[src/core/vmcs_params.svh]
// constants for the video mode colour select block
// assumes inclusion by the package and by the vmcs_top design file
`ifndef VMCS_PARAMS_SVH
`define VMCS_PARAMS_SVH
`define VMCS_ADDR_CTRL_A 16'hd011
`define VMCS_ADDR_CTRL_B 16'hd016
`define VMCS_ADDR_BG0 16'hd021
`define VMCS_ADDR_BG1 16'hd022
`define VMCS_ADDR_BG2 16'hd023
`define VMCS_ADDR_BG3 16'hd024
`define VMCS_BIT_ECM 6
`define VMCS_BIT_BMM 5
`define VMCS_BIT_MCM 4
`define VMCS_REG_RST 8'h00
`define VMCS_RD_NONE 8'h00
`define VMCS_GLYPH_MASK 8'h3f
`define VMCS_LAST_DOT 3'h7
`define VMCS_FIFO_DEPTH 8
`define VMCS_CELL_W 20
`define VMCS_BG_SEL 7:6
`define VMCS_HI_NYB 7:4
`define VMCS_LO_NYB 3:0
`define VMCS_DOT_BIT 7
`define VMCS_PAIR_BITS 7:6
`endif

[src/core/vmcs_pkg.sv]
// types shared by the video mode colour select design
// assumes vmcs_params.svh is on the include path
`include "vmcs_params.svh"
package vmcs_pkg;
  typedef enum logic [1:0] {
    vmcs_std_char = 2'b00,
    vmcs_ecm_char = 2'b01,
    vmcs_std_bmp = 2'b10,
    vmcs_mc_bmp = 2'b11
  } vmcs_mode_e;
  typedef logic [3:0] vmcs_color_t;
endpackage

[src/core/vmcs_fifo.sv]
// small synchronous fifo with valid/ready on both sides
// assumes one clock and a synchronous active-high reset
`timescale 1ns/1ps
`default_nettype none
module vmcs_fifo #(
  parameter int W = 8,
  parameter int D = 8
) (
  input wire logic clk,
  input wire logic rst,
  input wire logic in_valid,
  input wire logic [W-1:0] in_data,
  output logic in_ready,
  output logic out_valid,
  output logic [W-1:0] out_data,
  input wire logic out_ready
);
  localparam int AW = $clog2(D);
  logic [W-1:0] mem [D];
  logic [AW-1:0] wp;
  logic [AW-1:0] rp;
  logic [AW:0] cnt;
  wire push = in_valid && in_ready;
  wire pop = out_valid && out_ready;
  wire [AW:0] next_cnt = cnt + {{AW{1'b0}}, push} - {{AW{1'b0}}, pop};
  assign out_data = mem[rp];
  always_ff @(posedge clk) begin
    if (rst) begin
      cnt <= '0;
      wp <= '0;
      rp <= '0;
      in_ready <= 1'b1;
      out_valid <= 1'b0;
    end else begin
      cnt <= next_cnt;
      wp <= push ? wp + 1'b1 : wp;
      rp <= pop ? rp + 1'b1 : rp;
      in_ready <= next_cnt != (AW+1)'(D);
      out_valid <= next_cnt != '0;
    end
  end
  always_ff @(posedge clk) begin
    if (push) begin
      mem[wp] <= in_data;
    end
  end
endmodule // vmcs_fifo
`default_nettype wire

[src/core/vmcs_top.sv]
// dot colour selection for character, extended background and bitmap modes
// assumes fetched cells arrive as code, colour nybble and pattern byte
`include "vmcs_params.svh"
`timescale 1ns/1ps
`default_nettype none
module vmcs_top
  import vmcs_pkg::*;
(
  input wire logic clk,
  input wire logic rst,
  input wire logic [15:0] bus_addr,
  input wire logic [7:0] bus_wdata,
  input wire logic bus_we,
  input wire logic bus_re,
  output logic [7:0] bus_rdata,
  input wire logic [7:0] code_in,
  output logic [7:0] glyph_code,
  input wire logic cell_valid,
  input wire logic [7:0] cell_code,
  input wire logic [3:0] cell_color,
  input wire logic [7:0] cell_pattern,
  output logic cell_ready,
  output logic pix_valid,
  output vmcs_color_t pix_color
);
  // ---------------------------------------------------------------
  // register file
  // ---------------------------------------------------------------
  logic [7:0] ctrl_a;
  logic [7:0] ctrl_b;
  logic [7:0] bg [4];
  wire hit_a = bus_addr == `VMCS_ADDR_CTRL_A;
  wire hit_b = bus_addr == `VMCS_ADDR_CTRL_B;
  wire [3:0] hit_bg = {bus_addr == `VMCS_ADDR_BG3, bus_addr == `VMCS_ADDR_BG2,
                       bus_addr == `VMCS_ADDR_BG1, bus_addr == `VMCS_ADDR_BG0};
  wire ecm = ctrl_a[`VMCS_BIT_ECM];
  wire bmm = ctrl_a[`VMCS_BIT_BMM];
  wire mcm = ctrl_b[`VMCS_BIT_MCM];
  wire [7:0] next_rdata = hit_a ? ctrl_a :
                          hit_b ? ctrl_b :
                          hit_bg[0] ? bg[0] :
                          hit_bg[1] ? bg[1] :
                          hit_bg[2] ? bg[2] :
                          hit_bg[3] ? bg[3] : `VMCS_RD_NONE;

  always_ff @(posedge clk) begin
    if (rst) begin
      ctrl_a <= `VMCS_REG_RST;
      ctrl_b <= `VMCS_REG_RST;
    end else begin
      if (bus_we && hit_a) begin
        ctrl_a <= bus_wdata;
      end
      if (bus_we && hit_b) begin
        ctrl_b <= bus_wdata;
      end
    end
  end

  // one writable colour register per background slot
  for (genvar i = 0; i < 4; i++) begin : g_bg
    always_ff @(posedge clk) begin
      if (rst) begin
        bg[i] <= `VMCS_REG_RST;
      end else if (bus_we && hit_bg[i]) begin
        bg[i] <= bus_wdata;
      end
    end
  end

  always_ff @(posedge clk) begin
    if (rst) begin
      bus_rdata <= `VMCS_RD_NONE;
    end else if (bus_re) begin
      bus_rdata <= next_rdata;
    end
  end

  // ---------------------------------------------------------------
  // mode decode and glyph index
  // ---------------------------------------------------------------
  vmcs_mode_e mode;
  // bitmap takes priority over extended background
  assign mode = bmm ? (mcm ? vmcs_mc_bmp : vmcs_std_bmp)
                    : (ecm ? vmcs_ecm_char : vmcs_std_char);
  wire [7:0] next_glyph = (mode == vmcs_ecm_char) ? (code_in & `VMCS_GLYPH_MASK) : code_in;

  always_ff @(posedge clk) begin
    if (rst) begin
      glyph_code <= `VMCS_REG_RST;
    end else begin
      glyph_code <= next_glyph;
    end
  end

  // ---------------------------------------------------------------
  // cell buffer
  // ---------------------------------------------------------------
  logic f_valid;
  logic [`VMCS_CELL_W-1:0] f_data;
  logic pop;

  vmcs_fifo #(
    .W(`VMCS_CELL_W),
    .D(`VMCS_FIFO_DEPTH)
  ) u_fifo (
    .clk(clk),
    .rst(rst),
    .in_valid(cell_valid),
    .in_data({cell_code, cell_color, cell_pattern}),
    .in_ready(cell_ready),
    .out_valid(f_valid),
    .out_data(f_data),
    .out_ready(pop)
  );

  // ---------------------------------------------------------------
  // dot serializer
  // ---------------------------------------------------------------
  logic s_busy;
  logic [2:0] s_cnt;
  logic [7:0] s_code;
  logic [3:0] s_color;
  logic [7:0] s_pat;
  vmcs_mode_e s_mode;
  wire s_last = s_cnt == `VMCS_LAST_DOT;
  assign pop = f_valid && (!s_busy || s_last);
  wire mc_step = s_cnt[0];
  // multicolour dots are two bits wide, so the pair shifts every other dot
  wire [7:0] next_pat = (s_mode == vmcs_mc_bmp) ? (mc_step ? {s_pat[5:0], 2'b00} : s_pat)
                                                : {s_pat[6:0], 1'b0};

  always_ff @(posedge clk) begin
    if (rst) begin
      s_busy <= 1'b0;
      s_cnt <= '0;
      s_code <= '0;
      s_color <= '0;
      s_pat <= '0;
      s_mode <= vmcs_std_char;
    end else if (pop) begin
      {s_code, s_color, s_pat} <= f_data;
      s_cnt <= '0;
      s_busy <= 1'b1;
      s_mode <= mode;
    end else if (s_busy) begin
      s_cnt <= s_cnt + 3'h1;
      s_pat <= next_pat;
      s_busy <= !s_last;
    end
  end

  // ---------------------------------------------------------------
  // colour selection
  // ---------------------------------------------------------------
  wire dot = s_pat[`VMCS_DOT_BIT];
  wire [1:0] pair = s_pat[`VMCS_PAIR_BITS];
  wire [1:0] bg_sel = s_code[`VMCS_BG_SEL];
  // live register read, so a new background shows at the next dot
  wire [3:0] bg_pick = bg[bg_sel][`VMCS_LO_NYB];
  wire [3:0] bg0 = bg[0][`VMCS_LO_NYB];
  wire [3:0] hi_nyb = s_code[`VMCS_HI_NYB];
  wire [3:0] lo_nyb = s_code[`VMCS_LO_NYB];
  vmcs_color_t next_color;

  always_comb begin
    case (s_mode)
      vmcs_std_char: next_color = dot ? s_color : bg0;
      vmcs_ecm_char: next_color = dot ? s_color : bg_pick;
      vmcs_std_bmp: next_color = dot ? hi_nyb : lo_nyb;
      vmcs_mc_bmp: begin
        case (pair)
          2'b00: next_color = bg0;
          2'b01: next_color = hi_nyb;
          2'b10: next_color = lo_nyb;
          default: next_color = s_color;
        endcase
      end
      default: next_color = bg0;
    endcase
  end

  always_ff @(posedge clk) begin
    if (rst) begin
      pix_valid <= 1'b0;
      pix_color <= '0;
    end else begin
      pix_valid <= s_busy;
      pix_color <= s_busy ? next_color : '0;
    end
  end
endmodule // vmcs_top
`default_nettype wire

[config.mk]
export PLATFORM = sky130hd
export DESIGN_NAME = vmcs_top
export DESIGN_NICKNAME = d
export VERILOG_FILES = /design/src/core/vmcs_pkg.sv /design/src/core/vmcs_fifo.sv /design/src/core/vmcs_top.sv
export VERILOG_INCLUDE_DIRS = /design/src /design/src/core
export SDC_FILE = /design/constraint.sdc
export NUM_CORES = 1
export LEC_CHECK = 0
export BUFFER_PORTS_ARGS = -buffer_cell sky130_fd_sc_hd__buf_4
export CAP_MARGIN = 10
export CORE_ASPECT_RATIO = 1.4
export CORE_MARGIN = 2
export CORE_UTILIZATION = 40
export CTS_CLUSTER_SIZE = 12
export DETAILED_ROUTE_END_ITERATION = 8
export PLACE_DENSITY = 0.55
export SYNTH_ARGS = -nofsm -noshare
export SYNTH_HDL_FRONTEND = slang
export SYNTH_SLANG_ARGS = --single-unit
[constraint.sdc]
create_clock -name clk -period 5.8 [get_ports clk]
set_clock_uncertainty 0.1 [all_clocks]
set_input_delay 1.16 -clock clk [delete_from_list [all_inputs] [get_ports clk]]
set_output_delay 1.16 -clock clk [all_outputs]
set_load 0.005 [all_outputs]
# Word-level counts from Yosys, hierarchy flattened
# Memory sizes are Yosys's and may differ from the RTL's. A register that Yosys moved wholly into a read port is not among the register bits.
# Cells that the tools add are included.
[totals]
reg_bits = 75
ramBits = 192
input_bits = 57
out_inout_bits = 22
word_cells = 109
mem_count = 2
[classes]
addsub = 5
n_eq_ne = 15
mux = 44
bitwise = 5
n_reduce_logical = 20
[mem_list]
columns = ["memory", "depth", "width", "rd", "rd_ports_with_merged_regs", "write_ports", "line", "source"]
rows = [
  ["u_fifo.mem", 8, 20, 1, 1, 1, "vmcs_fifo.sv:19", "logic [W-1:0] mem [D];"],
  ["bg", 4, 8, 5, 1, 4, "vmcs_top.sv:31", "logic [7:0] bg [4];"],
]
[ops]
columns = ["cell", "count"]
rows = [
  ["$mux W8", 14],
  ["$eq A16 B16 Y1 const B", 6],
  ["$mux W1", 20],
  ["$pmux W4 S4", 1],
  ["$mux W4", 3],
  ["$pmux W4 S3", 1],
  ["$add A3 B1 Y3 const B", 3],
  ["$logic_and A1 B1 Y1", 9],
  ["$eq A2 B1 Y1 const B", 3],
  ["$eq A2 B2 Y1 const B", 3],
  ["$mux W2", 3],
  ["$mux W3", 2],
  ["$reduce_or A2 Y1", 3],
  ["$add A4 B1 Y4", 1],
  ["$logic_not A2 Y1", 2],
  ["$ne A4 B4 Y1 const B", 1],
  ["$or A1 B1 Y1", 4],
  ["$reduce_bool A4 Y1", 1],
  ["$sub A4 B1 Y4", 1],
  ["$eq A3 B3 Y1 const B", 1],
  ["$ne A3 B2 Y1 const B", 1],
  ["$logic_not A1 Y1", 2],
  ["$reduce_and A2 Y1", 1],
  ["$reduce_bool A2 Y1", 1],
  ["other kinds (2)", 2],
]

# Logic depth before layout (Yosys ltp)
# Gate-level depths: netlist of the first run.
[logic_depth]
ltp_word = 7
depth_mapped = 14
depth_no_buf = 13

# Modules after synthesis
# Synthesis of the first run repeated with hierarchy kept, for this count alone.
[unflattened]
cells_unflattened = 757
hier_area_um2 = 11343.4
[modules_own_cells]
columns = ["module", "n_inst", "cells_per_inst", "area_each_um2", "seq_area_each_um2"]
rows = [
  ["vmcs_fifo", 1, 307, 6832.8, 5104.9],
  ["vmcs_top", 1, 450, 4510.6, 2262.2],
]

# Least setup slack after synthesis of the first run
# Ideal clock, no wire load.
[synth_timing]
kind = "input-to-reg"
start = "in cell_valid"
end = "mem u_fifo.mem[0][0] in the netlist's numbering (enable)"
setup_time_ns = 0.448
t_arrival_ns = 3.254
required_time_ns = 5.252
path_slack_ns = 1.998
stages = 2
n_path_buf = 0
cell_sequence = "nand2_1 -> nor4_1"
[synth_between]
elab_chain_len = 3
[synth_lines]
columns = ["item", "line", "source"]
rows = [
  ["start, declared", "vmcs_top.sv:18", "input wire logic cell_valid,"],
  ["$logic_and A1 B1 Y1", "vmcs_fifo.sv:23", "wire push = in_valid && in_ready;"],
  ["$mux W1", "vmcs_fifo.sv:43", "if (push) begin"],
  ["$mux W1 (not written as such)", "vmcs_fifo.sv:44", "mem[wp] <= in_data;"],
  ["end, declared", "vmcs_fifo.sv:19", ""],
]
# No other way between the ends.

# Final worst setup path of the first run
[layout_timing]
start = "reg s_cnt[0]"
end = "reg u_fifo.out_valid"
[layout_between]
elab_chain_len = 6
[layout_lines]
columns = ["item", "line", "source"]
rows = [
  ["start, declared", "vmcs_top.sv:121", "logic [2:0] s_cnt;"],
  ["start signal, assigned", "vmcs_top.sv:147", "s_cnt <= s_cnt + 3'h1;"],
  ["$eq A3 B3 Y1 (no source line)", "--", ""],
  ["$logic_or A1 B1 Y1", "vmcs_top.sv:127", "assign pop = f_valid && (!s_busy || s_last);"],
  ["$logic_and A1 B1 Y1", "vmcs_top.sv:127", ""],
  ["$logic_and A1 B1 Y1", "vmcs_fifo.sv:24", "wire pop = out_valid && out_ready;"],
  ["$sub A4 B1 Y4", "vmcs_fifo.sv:25", "wire [AW:0] next_cnt = cnt + {{AW{1'b0}}, push} - {{AW{1'b0}}, pop};"],
  ["$reduce_bool A4 Y1", "vmcs_fifo.sv:39", "out_valid <= next_cnt != '0;"],
  ["end signal, assigned", "vmcs_fifo.sv:33", "out_valid <= 1'b0;"],
  ["end signal, assigned", "vmcs_fifo.sv:39", ""],
  ["end, declared", "vmcs_fifo.sv:14", "output logic out_valid,"],
]
# No other way between the ends.
# A chain may end at the register's enable or synchronous reset.

==> metrics.md, run 1 <==
| Metric | Value |
|---|---|
| Min-Delay Path Depth | 2 |
| CP max stage cell | nand2_1 |
| Clk_lat worst skew | 0.54 ns |
| CP cell instances | ha_1, ha_1, nand2b_1, nand2_1, clkinv_1, buf_4, ha_1, inv_1, ha_1, inv_1, fa_1, xor2_1, and3b_1, a21oi_1 |
| Routability cong. | 0.8451 |
| Most used cell, CP | ha_1 |
| Min-delay src | bus_rdata[4]$_SDFFE_PP0P_ |
| Pre-antenna DRT Iters | 4 |
| Period minus WS final | 3.517 ns |
| Synthesized area | 11100 um^2 |
| Vias in the first global route | 6606 |
| CTS Hold Bufs | 0 |
| GR Overflow Total | 0 |
| Met3 Resource Use GR | 2.409% |
| Post-synthesis sequential area ratio | 66.39% |
| Multi-input logic area | 3545 um^2 |
| Layout cells sized above 1 | 23.92% |
| Antenna Cells | 0 |
| Syn Inst Count | 732 |
| CTS clk-pin slew, worst paths | 0.06 ns |
| Worst-Margin Slew | 0.9036 ns |
| Max Cap Viol | 0 |
| Synthesis Warnings | 0 |
| Fin. max-slew vios | 0 |
| I/O Buffers | 78 |
| H-tree Lvls | 1 |
| Setup Fix Bufs, Post-CTS | 0 |
| Die height | 201.1 um |
| Reg-to-reg slack, setup | 2.28 ns |
| CTS tree | yes |
| Met2 Use GR | 30.24% |
| Fin. Hold Viols | 0 |
| Final worst-path cycle share | 60.64% |
| Ys async rst share | 0% |
| Hold crit path type | flip-flop to flip-flop |
| Origin of the critical flop-to-flop path | s_cnt[0]$_SDFFE_PP0P_ |
| Worst R2R End | u_fifo.out_valid$_SDFF_PP0_ |
| RSZ-0062 raised after global routing | false |
| Most used flip-flop cell after synthesis | edfxtp_1 |
| Seq. cell area | 7368 um^2 |
| DRC Markers | 0 |
| Outcome | finished clean |
| Final setup fails | 0 |
| Worst Path Required | 6.08 ns |
| IO Pins | 79 |
| Final ANT Viol Nets | 0 |
| Worst hold endpoint | bus_rdata[4]$_SDFFE_PP0P_ |
| Num CTS Buffers | 28 |
| Final Power | 5175 uW |
| Die Area | 29110 um^2 |
| Register-to-Register Path Depth | 14 |
| Worst EP arrival | 3.80 ns |
| P&R area growth vs syn | 16.90% |
| Initial antenna violation count | 0 |
| Area contributors post-synth | edfxtp_1 (52%), dfxtp_1 (14%), mux4_2 (9.7%) |
| Synth area leader | edfxtp_1 |
| FP Rows | 72 |
| First-pass GRT wire length | 36.96 mm |
| Initial Util | 40.39% |
| Synth cell count leaders | edfxtp_1 (192), dfxtp_1 (80), nor2_1 (55) |
| Post-DR vias/cell | 5.313 |
| Filler Cell Count | 2374 |
| Busiest grt layer | met2 |
| Total track usage | 16.59% |
| P per Cell Area | 398.9 nW/um^2 |
| Max frequency | 0.2843 GHz |
| Critical-path maximum fanout | 33 |
| Final core occ | 47.21% |
| Final WL | 24.21 mm |
| Placed wire-length estimate | 15.55 mm |
| Synthesized area per cell | 15.16 um^2 |
| Synth cell types | 54 |
| Clock root buffer | clkbuf_16 |
| Most common cell in the synthesized netlist | edfxtp_1 |
| Vias post-DR | 6407 |
| Crit path launch type | flip-flop |
| Core area | 27480 um^2 |
| WL/cell | 20.07 um |
| LEAKAGE | 0.004481 uW |
| Peak supply drop | 0.2820 mV |
| Met1 usage | 19.87% |
| Setup TNS | 0 ns |
| Hold_ws | 0.3558 ns |
| DRT iter0 DRCs | 359 |
| FF+latch count, synth | 272 |
| Max incr delay on CP | 0.55 ns |
| Rel. slew slack | 39.30% |
| Critical path endpoint category | flip-flop |
| Critical path class | flip-flop to flip-flop |
| Largest net degree at the start of global routing | 73 |
| Post-cts resize count | 0 |
| Yosys top cell area share | 51.96% |
| Chip width | 144.8 um |
| Syn_nets | 798 |
| Clock Sinks | 272 |
| Clk buf depth | 3 |
| Number of flops mapped to enable cells by yosys | 192 |
| NumNets Final | 880 |
## layout by cell type (no fill, tap or decap), types with 3 or more instances in the layout
cell	instances
a211oi_1	31
a21oi_1	22
a221oi_1	8
a2bb2oi_1	8
a311oi_1	4
and2_1	35
buf_4	90
clkbuf_1	11
clkbuf_16	30
clkbuf_2	3
clkbuf_8	3
clkinv_2	4
dfxtp_1	79
edfxtp_1	192
ha_1	8
inv_1	10
mux2i_1	35
mux4_2	48
nand2_1	38
nand2b_1	13
nor2_1	52
nor2b_1	18
nor3_1	5
nor3_2	4
nor4_4	3
o21ai_0	9
o21ai_1	16
o22ai_1	6
o2bb2ai_1	6
xnor2_1	3
xor2_1	5
## where the power goes
group          switching (uW)  total (uW)  internal (uW)
clock                     703        1700            996
sequential                144        2430           2290
combinational             526        1050            520
## per-stage QoR
step,instances,area (um^2),setup WS [ns]
finish,1206,12970,2.283
global route,1206,12970,2.012
CTS,1206,12970,2.271
detailed placement,1154,12100,2.170
global placement,1154,12100,2.221
floorplan,732,11100,1.998
## layer usage
layer	share of wire, %	vias to the layer above
met1	40	3226
met2	53	149
li1	-	2993
met4	2.7	0
met5	0	-
met3	4.5	39
## cell type report
type / count / share of cell area (%)
timing repair buffer: 90 / 5.208
tap: 370 / 3.569
clock buffer: 48 / 6.597
clock inverter: 4 / 0.1543
multi-input combinational: 410 / 27.32
inverter: 12 / 0.3472
sequential: 272 / 56.80
## flip-flops by register name (all words and copies together), names as in the netlist, 8 cells and up, named ones only
register / cells
s_pat: 8
glyph_code: 8
bus_rdata: 8
u_fifo.mem: 160
ctrl_b: 8
ctrl_a: 8
s_code: 8
bg: 32
## cells by family (layout without fill, tap and decap cells)
| kind of cell | Yosys count | after routing | synth area share (%) |
|---|---|---|---|
| adders and majority gates | 9 | 9 | 1.082 |
| AOI/OAI and AO/OA | 118 | 118 | 7.205 |
| buffers and inverters | 50 | 154 | 2.018 |
| DFF | 272 | 272 | 66.39 |
| muxes | 83 | 83 | 12.90 |
| xor gates and xnor gates | 8 | 8 | 0.6314 |
| and+or+nand+nor | 192 | 192 | 9.776 |
## worst max-delay path, delay by kind of cell (launching register included)
family / cells / cell delay (ns)
fa+ha+maj: 5 / 1.25
simple gates: 3 / 0.90
buf+inv: 4 / 0.53
flops: 1 / 0.35
xor+xnor: 1 / 0.17
compound gates: 1 / 0.07
## worst max-delay path by stage
| stage | endpoint | from | depth (start not counted) |
|---|---|---|---|
| floorplan | u_fifo.mem[0][0]$_DFFE_PP_ | cell_valid | 2 |
| finish | u_fifo.out_valid$_SDFF_PP0_ | s_cnt[0]$_SDFFE_PP0P_ | 14 |
| global route | u_fifo.out_valid$_SDFF_PP0_ | s_cnt[0]$_SDFFE_PP0P_ | 14 |
| global placement | bg[2][4]$_SDFFCE_PN0P_ | bus_addr[11] | 5 |
| detailed placement | bg[2][0]$_SDFFCE_PN0P_ | bus_addr[11] | 5 |
| CTS | u_fifo.out_valid$_SDFF_PP0_ | s_cnt[0]$_SDFFE_PP0P_ | 14 |
(Power assumes the default switching activity.)
==> run 2, diff against run 1 <==
Settings changed: PLACE_DENSITY 0.55 to 0.57.
Clock period 5.8 ns to 3.1 ns, I/O delays scaled along.
==> run 2 against run 1 <==
Effect of this change:
- flip-flop and latch count is the same
- highest routed layer unchanged
- non-clock buffer count grew 11
- clock-buffer cell count shrank 2
- combinational power grew 95%
- sequential share of layout area shrank 0.38 points
- setup slack lost 1.9 ns
- via count grew 0.94%
- global-route usage grew 0.22 points
- die area is the same
- final cell count grew 0.83%
- register-to-register slack lost 1.9 ns
==> metrics.md, run 2 (synthesized netlist as in run 1, its figures left out) <==
| Metric | Value |
|---|---|
| Outcome | finished clean |
| Max reg flops | 160 |
| Post-cts resize count | 0 |
| Largest net degree at the start of global routing | 50 |
| Setup Fix Bufs, Post-CTS | 0 |
| GR Overflow Total | 0 |
| Final worst-path cycle share | 86.20% |
| DRC Markers | 0 |
| DRT iter0 DRCs | 381 |
| H-tree Lvls | 1 |
| Final WL | 24.18 mm |
| Worst Path Required | 3.39 ns |
| Die height | 201.1 um |
| Max Cap Viol | 0 |
| DP Cell Count | 1165 |
| Initial antenna violation count | 0 |
| FP Rows | 72 |
| Setup TNS | 0 ns |
| Rel. slew slack | 59.00% |
| Routability cong. | 0.8134 |
| Post-Place Cell Area | 12210 um^2 |
| Antenna Cells | 0 |
| Hold_ws | 0.1959 ns |
| Commonest non-fill, non-tap cell in the layout | edfxtp_1 |
| Most used cell, CP | ha_1 |
| Vias post-DR | 6467 |
| CTS clk-pin slew, worst paths | 0.06 ns |
| Hold crit path type | input pin to flip-flop |
| Num CTS Buffers | 28 |
| Period minus WS final | 2.672 ns |
| Critical path endpoint category | flip-flop |
| Initial Util | 40.39% |
| Final Power | 9726 uW |
| Critical path class | flip-flop to flip-flop |
| Fin. max-slew vios | 0 |
| CP max stage cell | fa_1 |
| Biggest regs | u_fifo.mem x160, bg x32 |
| Clk_lat worst skew | 0.53 ns |
| Most frequent cells in the layout | edfxtp_1 (192), buf_4 (99), dfxtp_1 (79) |
| RSZ-0062 raised after global routing | false |
| LEAKAGE | 0.004518 uW |
| Placed wire-length estimate | 15.90 mm |
| Worst-Margin Slew | 0.6123 ns |
| Peak supply drop | 0.4256 mV |
| WL/cell | 19.88 um |
| CTS Hold Bufs | 0 |
| P per Cell Area | 744.7 nW/um^2 |
| Die Area | 29110 um^2 |
| Max frequency | 0.3742 GHz |
| IO Pins | 79 |
| Vias in the first global route | 6738 |
| Worst EP arrival | 2.96 ns |
| Crit path launch type | flip-flop |
| Clock Sinks | 272 |
| Reg with most FFs | u_fifo.mem |
| Cell class contributing the biggest share of worst-path delay | adder cells |
| Core area | 27480 um^2 |
| Layout cells sized above 1 | 24.23% |
| Total track usage | 16.81% |
| Critical-path maximum fanout | 2 |
| Cell area after layout | 13060 um^2 |
| Critical path buffers and inverters | 3 |
| First-pass GRT wire length | 37.69 mm |
| CP cell instances | ha_1, ha_1, nand2b_1, nand2_1, clkinv_1, ha_1, inv_1, ha_1, inv_1, fa_1, xor2_1, and3b_1, a21oi_1 |
| Clock root buffer | clkbuf_16 |
| P&R area growth vs syn | 17.69% |
| CTS tree | yes |
| Chip width | 144.8 um |
| Final ANT Viol Nets | 0 |
| I/O Buffers | 78 |
| Fin. Hold Viols | 0 |
| Final setup fails | 0 |
| Max incr delay on CP | 0.40 ns |
| NumNets Final | 891 |
| Fin cells | 1216 |
| Clk buf depth | 3 |
| Post-DR vias/cell | 5.318 |
| Pre-antenna DRT Iters | 7 |
## run 2: changes by cell type in the layout (fill, tap and decap cells not counted), moves of 2 or more
cell,previous run,this run
buf_12,0,2
buf_4,90,99
clkbuf_1,11,16
clkbuf_2,3,0
clkbuf_8,3,1
## run 2: per-stage QoR
| stage | util (%) | setup WS, ns |
|---|---|---|
| 6_report | 47.53 | 0.4277 |
| 5_1_grt | 47.53 | 0.1679 |
| 4_1_cts | 47.53 | 0.4115 |
| 3_5_place_dp | 44.43 | 0.2834 |
| 3_3_place_gp | 44.43 | 0.3037 |
| 2_1_floorplan | - | 0.1776 |
## run 2: area by class of cell
type                            count  area [um^2]
Sequential cell                   272         7368
Clock buffer                       46        799.5
Multi-Input combinational cell    410         3548
Clock inverter                      5        52.55
Inverter                           12        45.04
Tap cell                          370        462.9
Fill cell                        2362        14420
Timing Repair Buffer              101        783.3
## run 2: per-layer routing
| layer | track usage [%] | share of wire (%) |
|---|---|---|
| met1 | 20.13 | 39 |
| met2 | 30.74 | 53 |
| met4 | 4.889 | 2.6 |
| met3 | 2.624 | 4.6 |
| met5 | 0 | 0 |
## run 2: where the power goes
part	internal (uW)	total, uW	leakage, uW	switching (uW)
Sequential	4280	4540	0.00241	266
Combinational	1020	2050	0.00170	1030
Clock	1830	3140	0.000409	1310
Total	7130	9730	0.00452	2600
## run 2: path summary, 6_finish.rpt
check	startpoint	endpoint	slack, ns	cells past startpoint
setup / recovery	s_cnt[0]$_SDFFE_PP0P_	u_fifo.out_valid$_SDFF_PP0_	0.43	13
hold / removal	code_in[6]	glyph_code[6]$_SDFF_PP0_	0.20	2
setup reg to reg	s_cnt[0]$_SDFFE_PP0P_	u_fifo.out_valid$_SDFF_PP0_	0.43	13
hold reg to reg	u_fifo.out_valid$_SDFF_PP0_	s_busy$_SDFF_PP0_	0.34	2
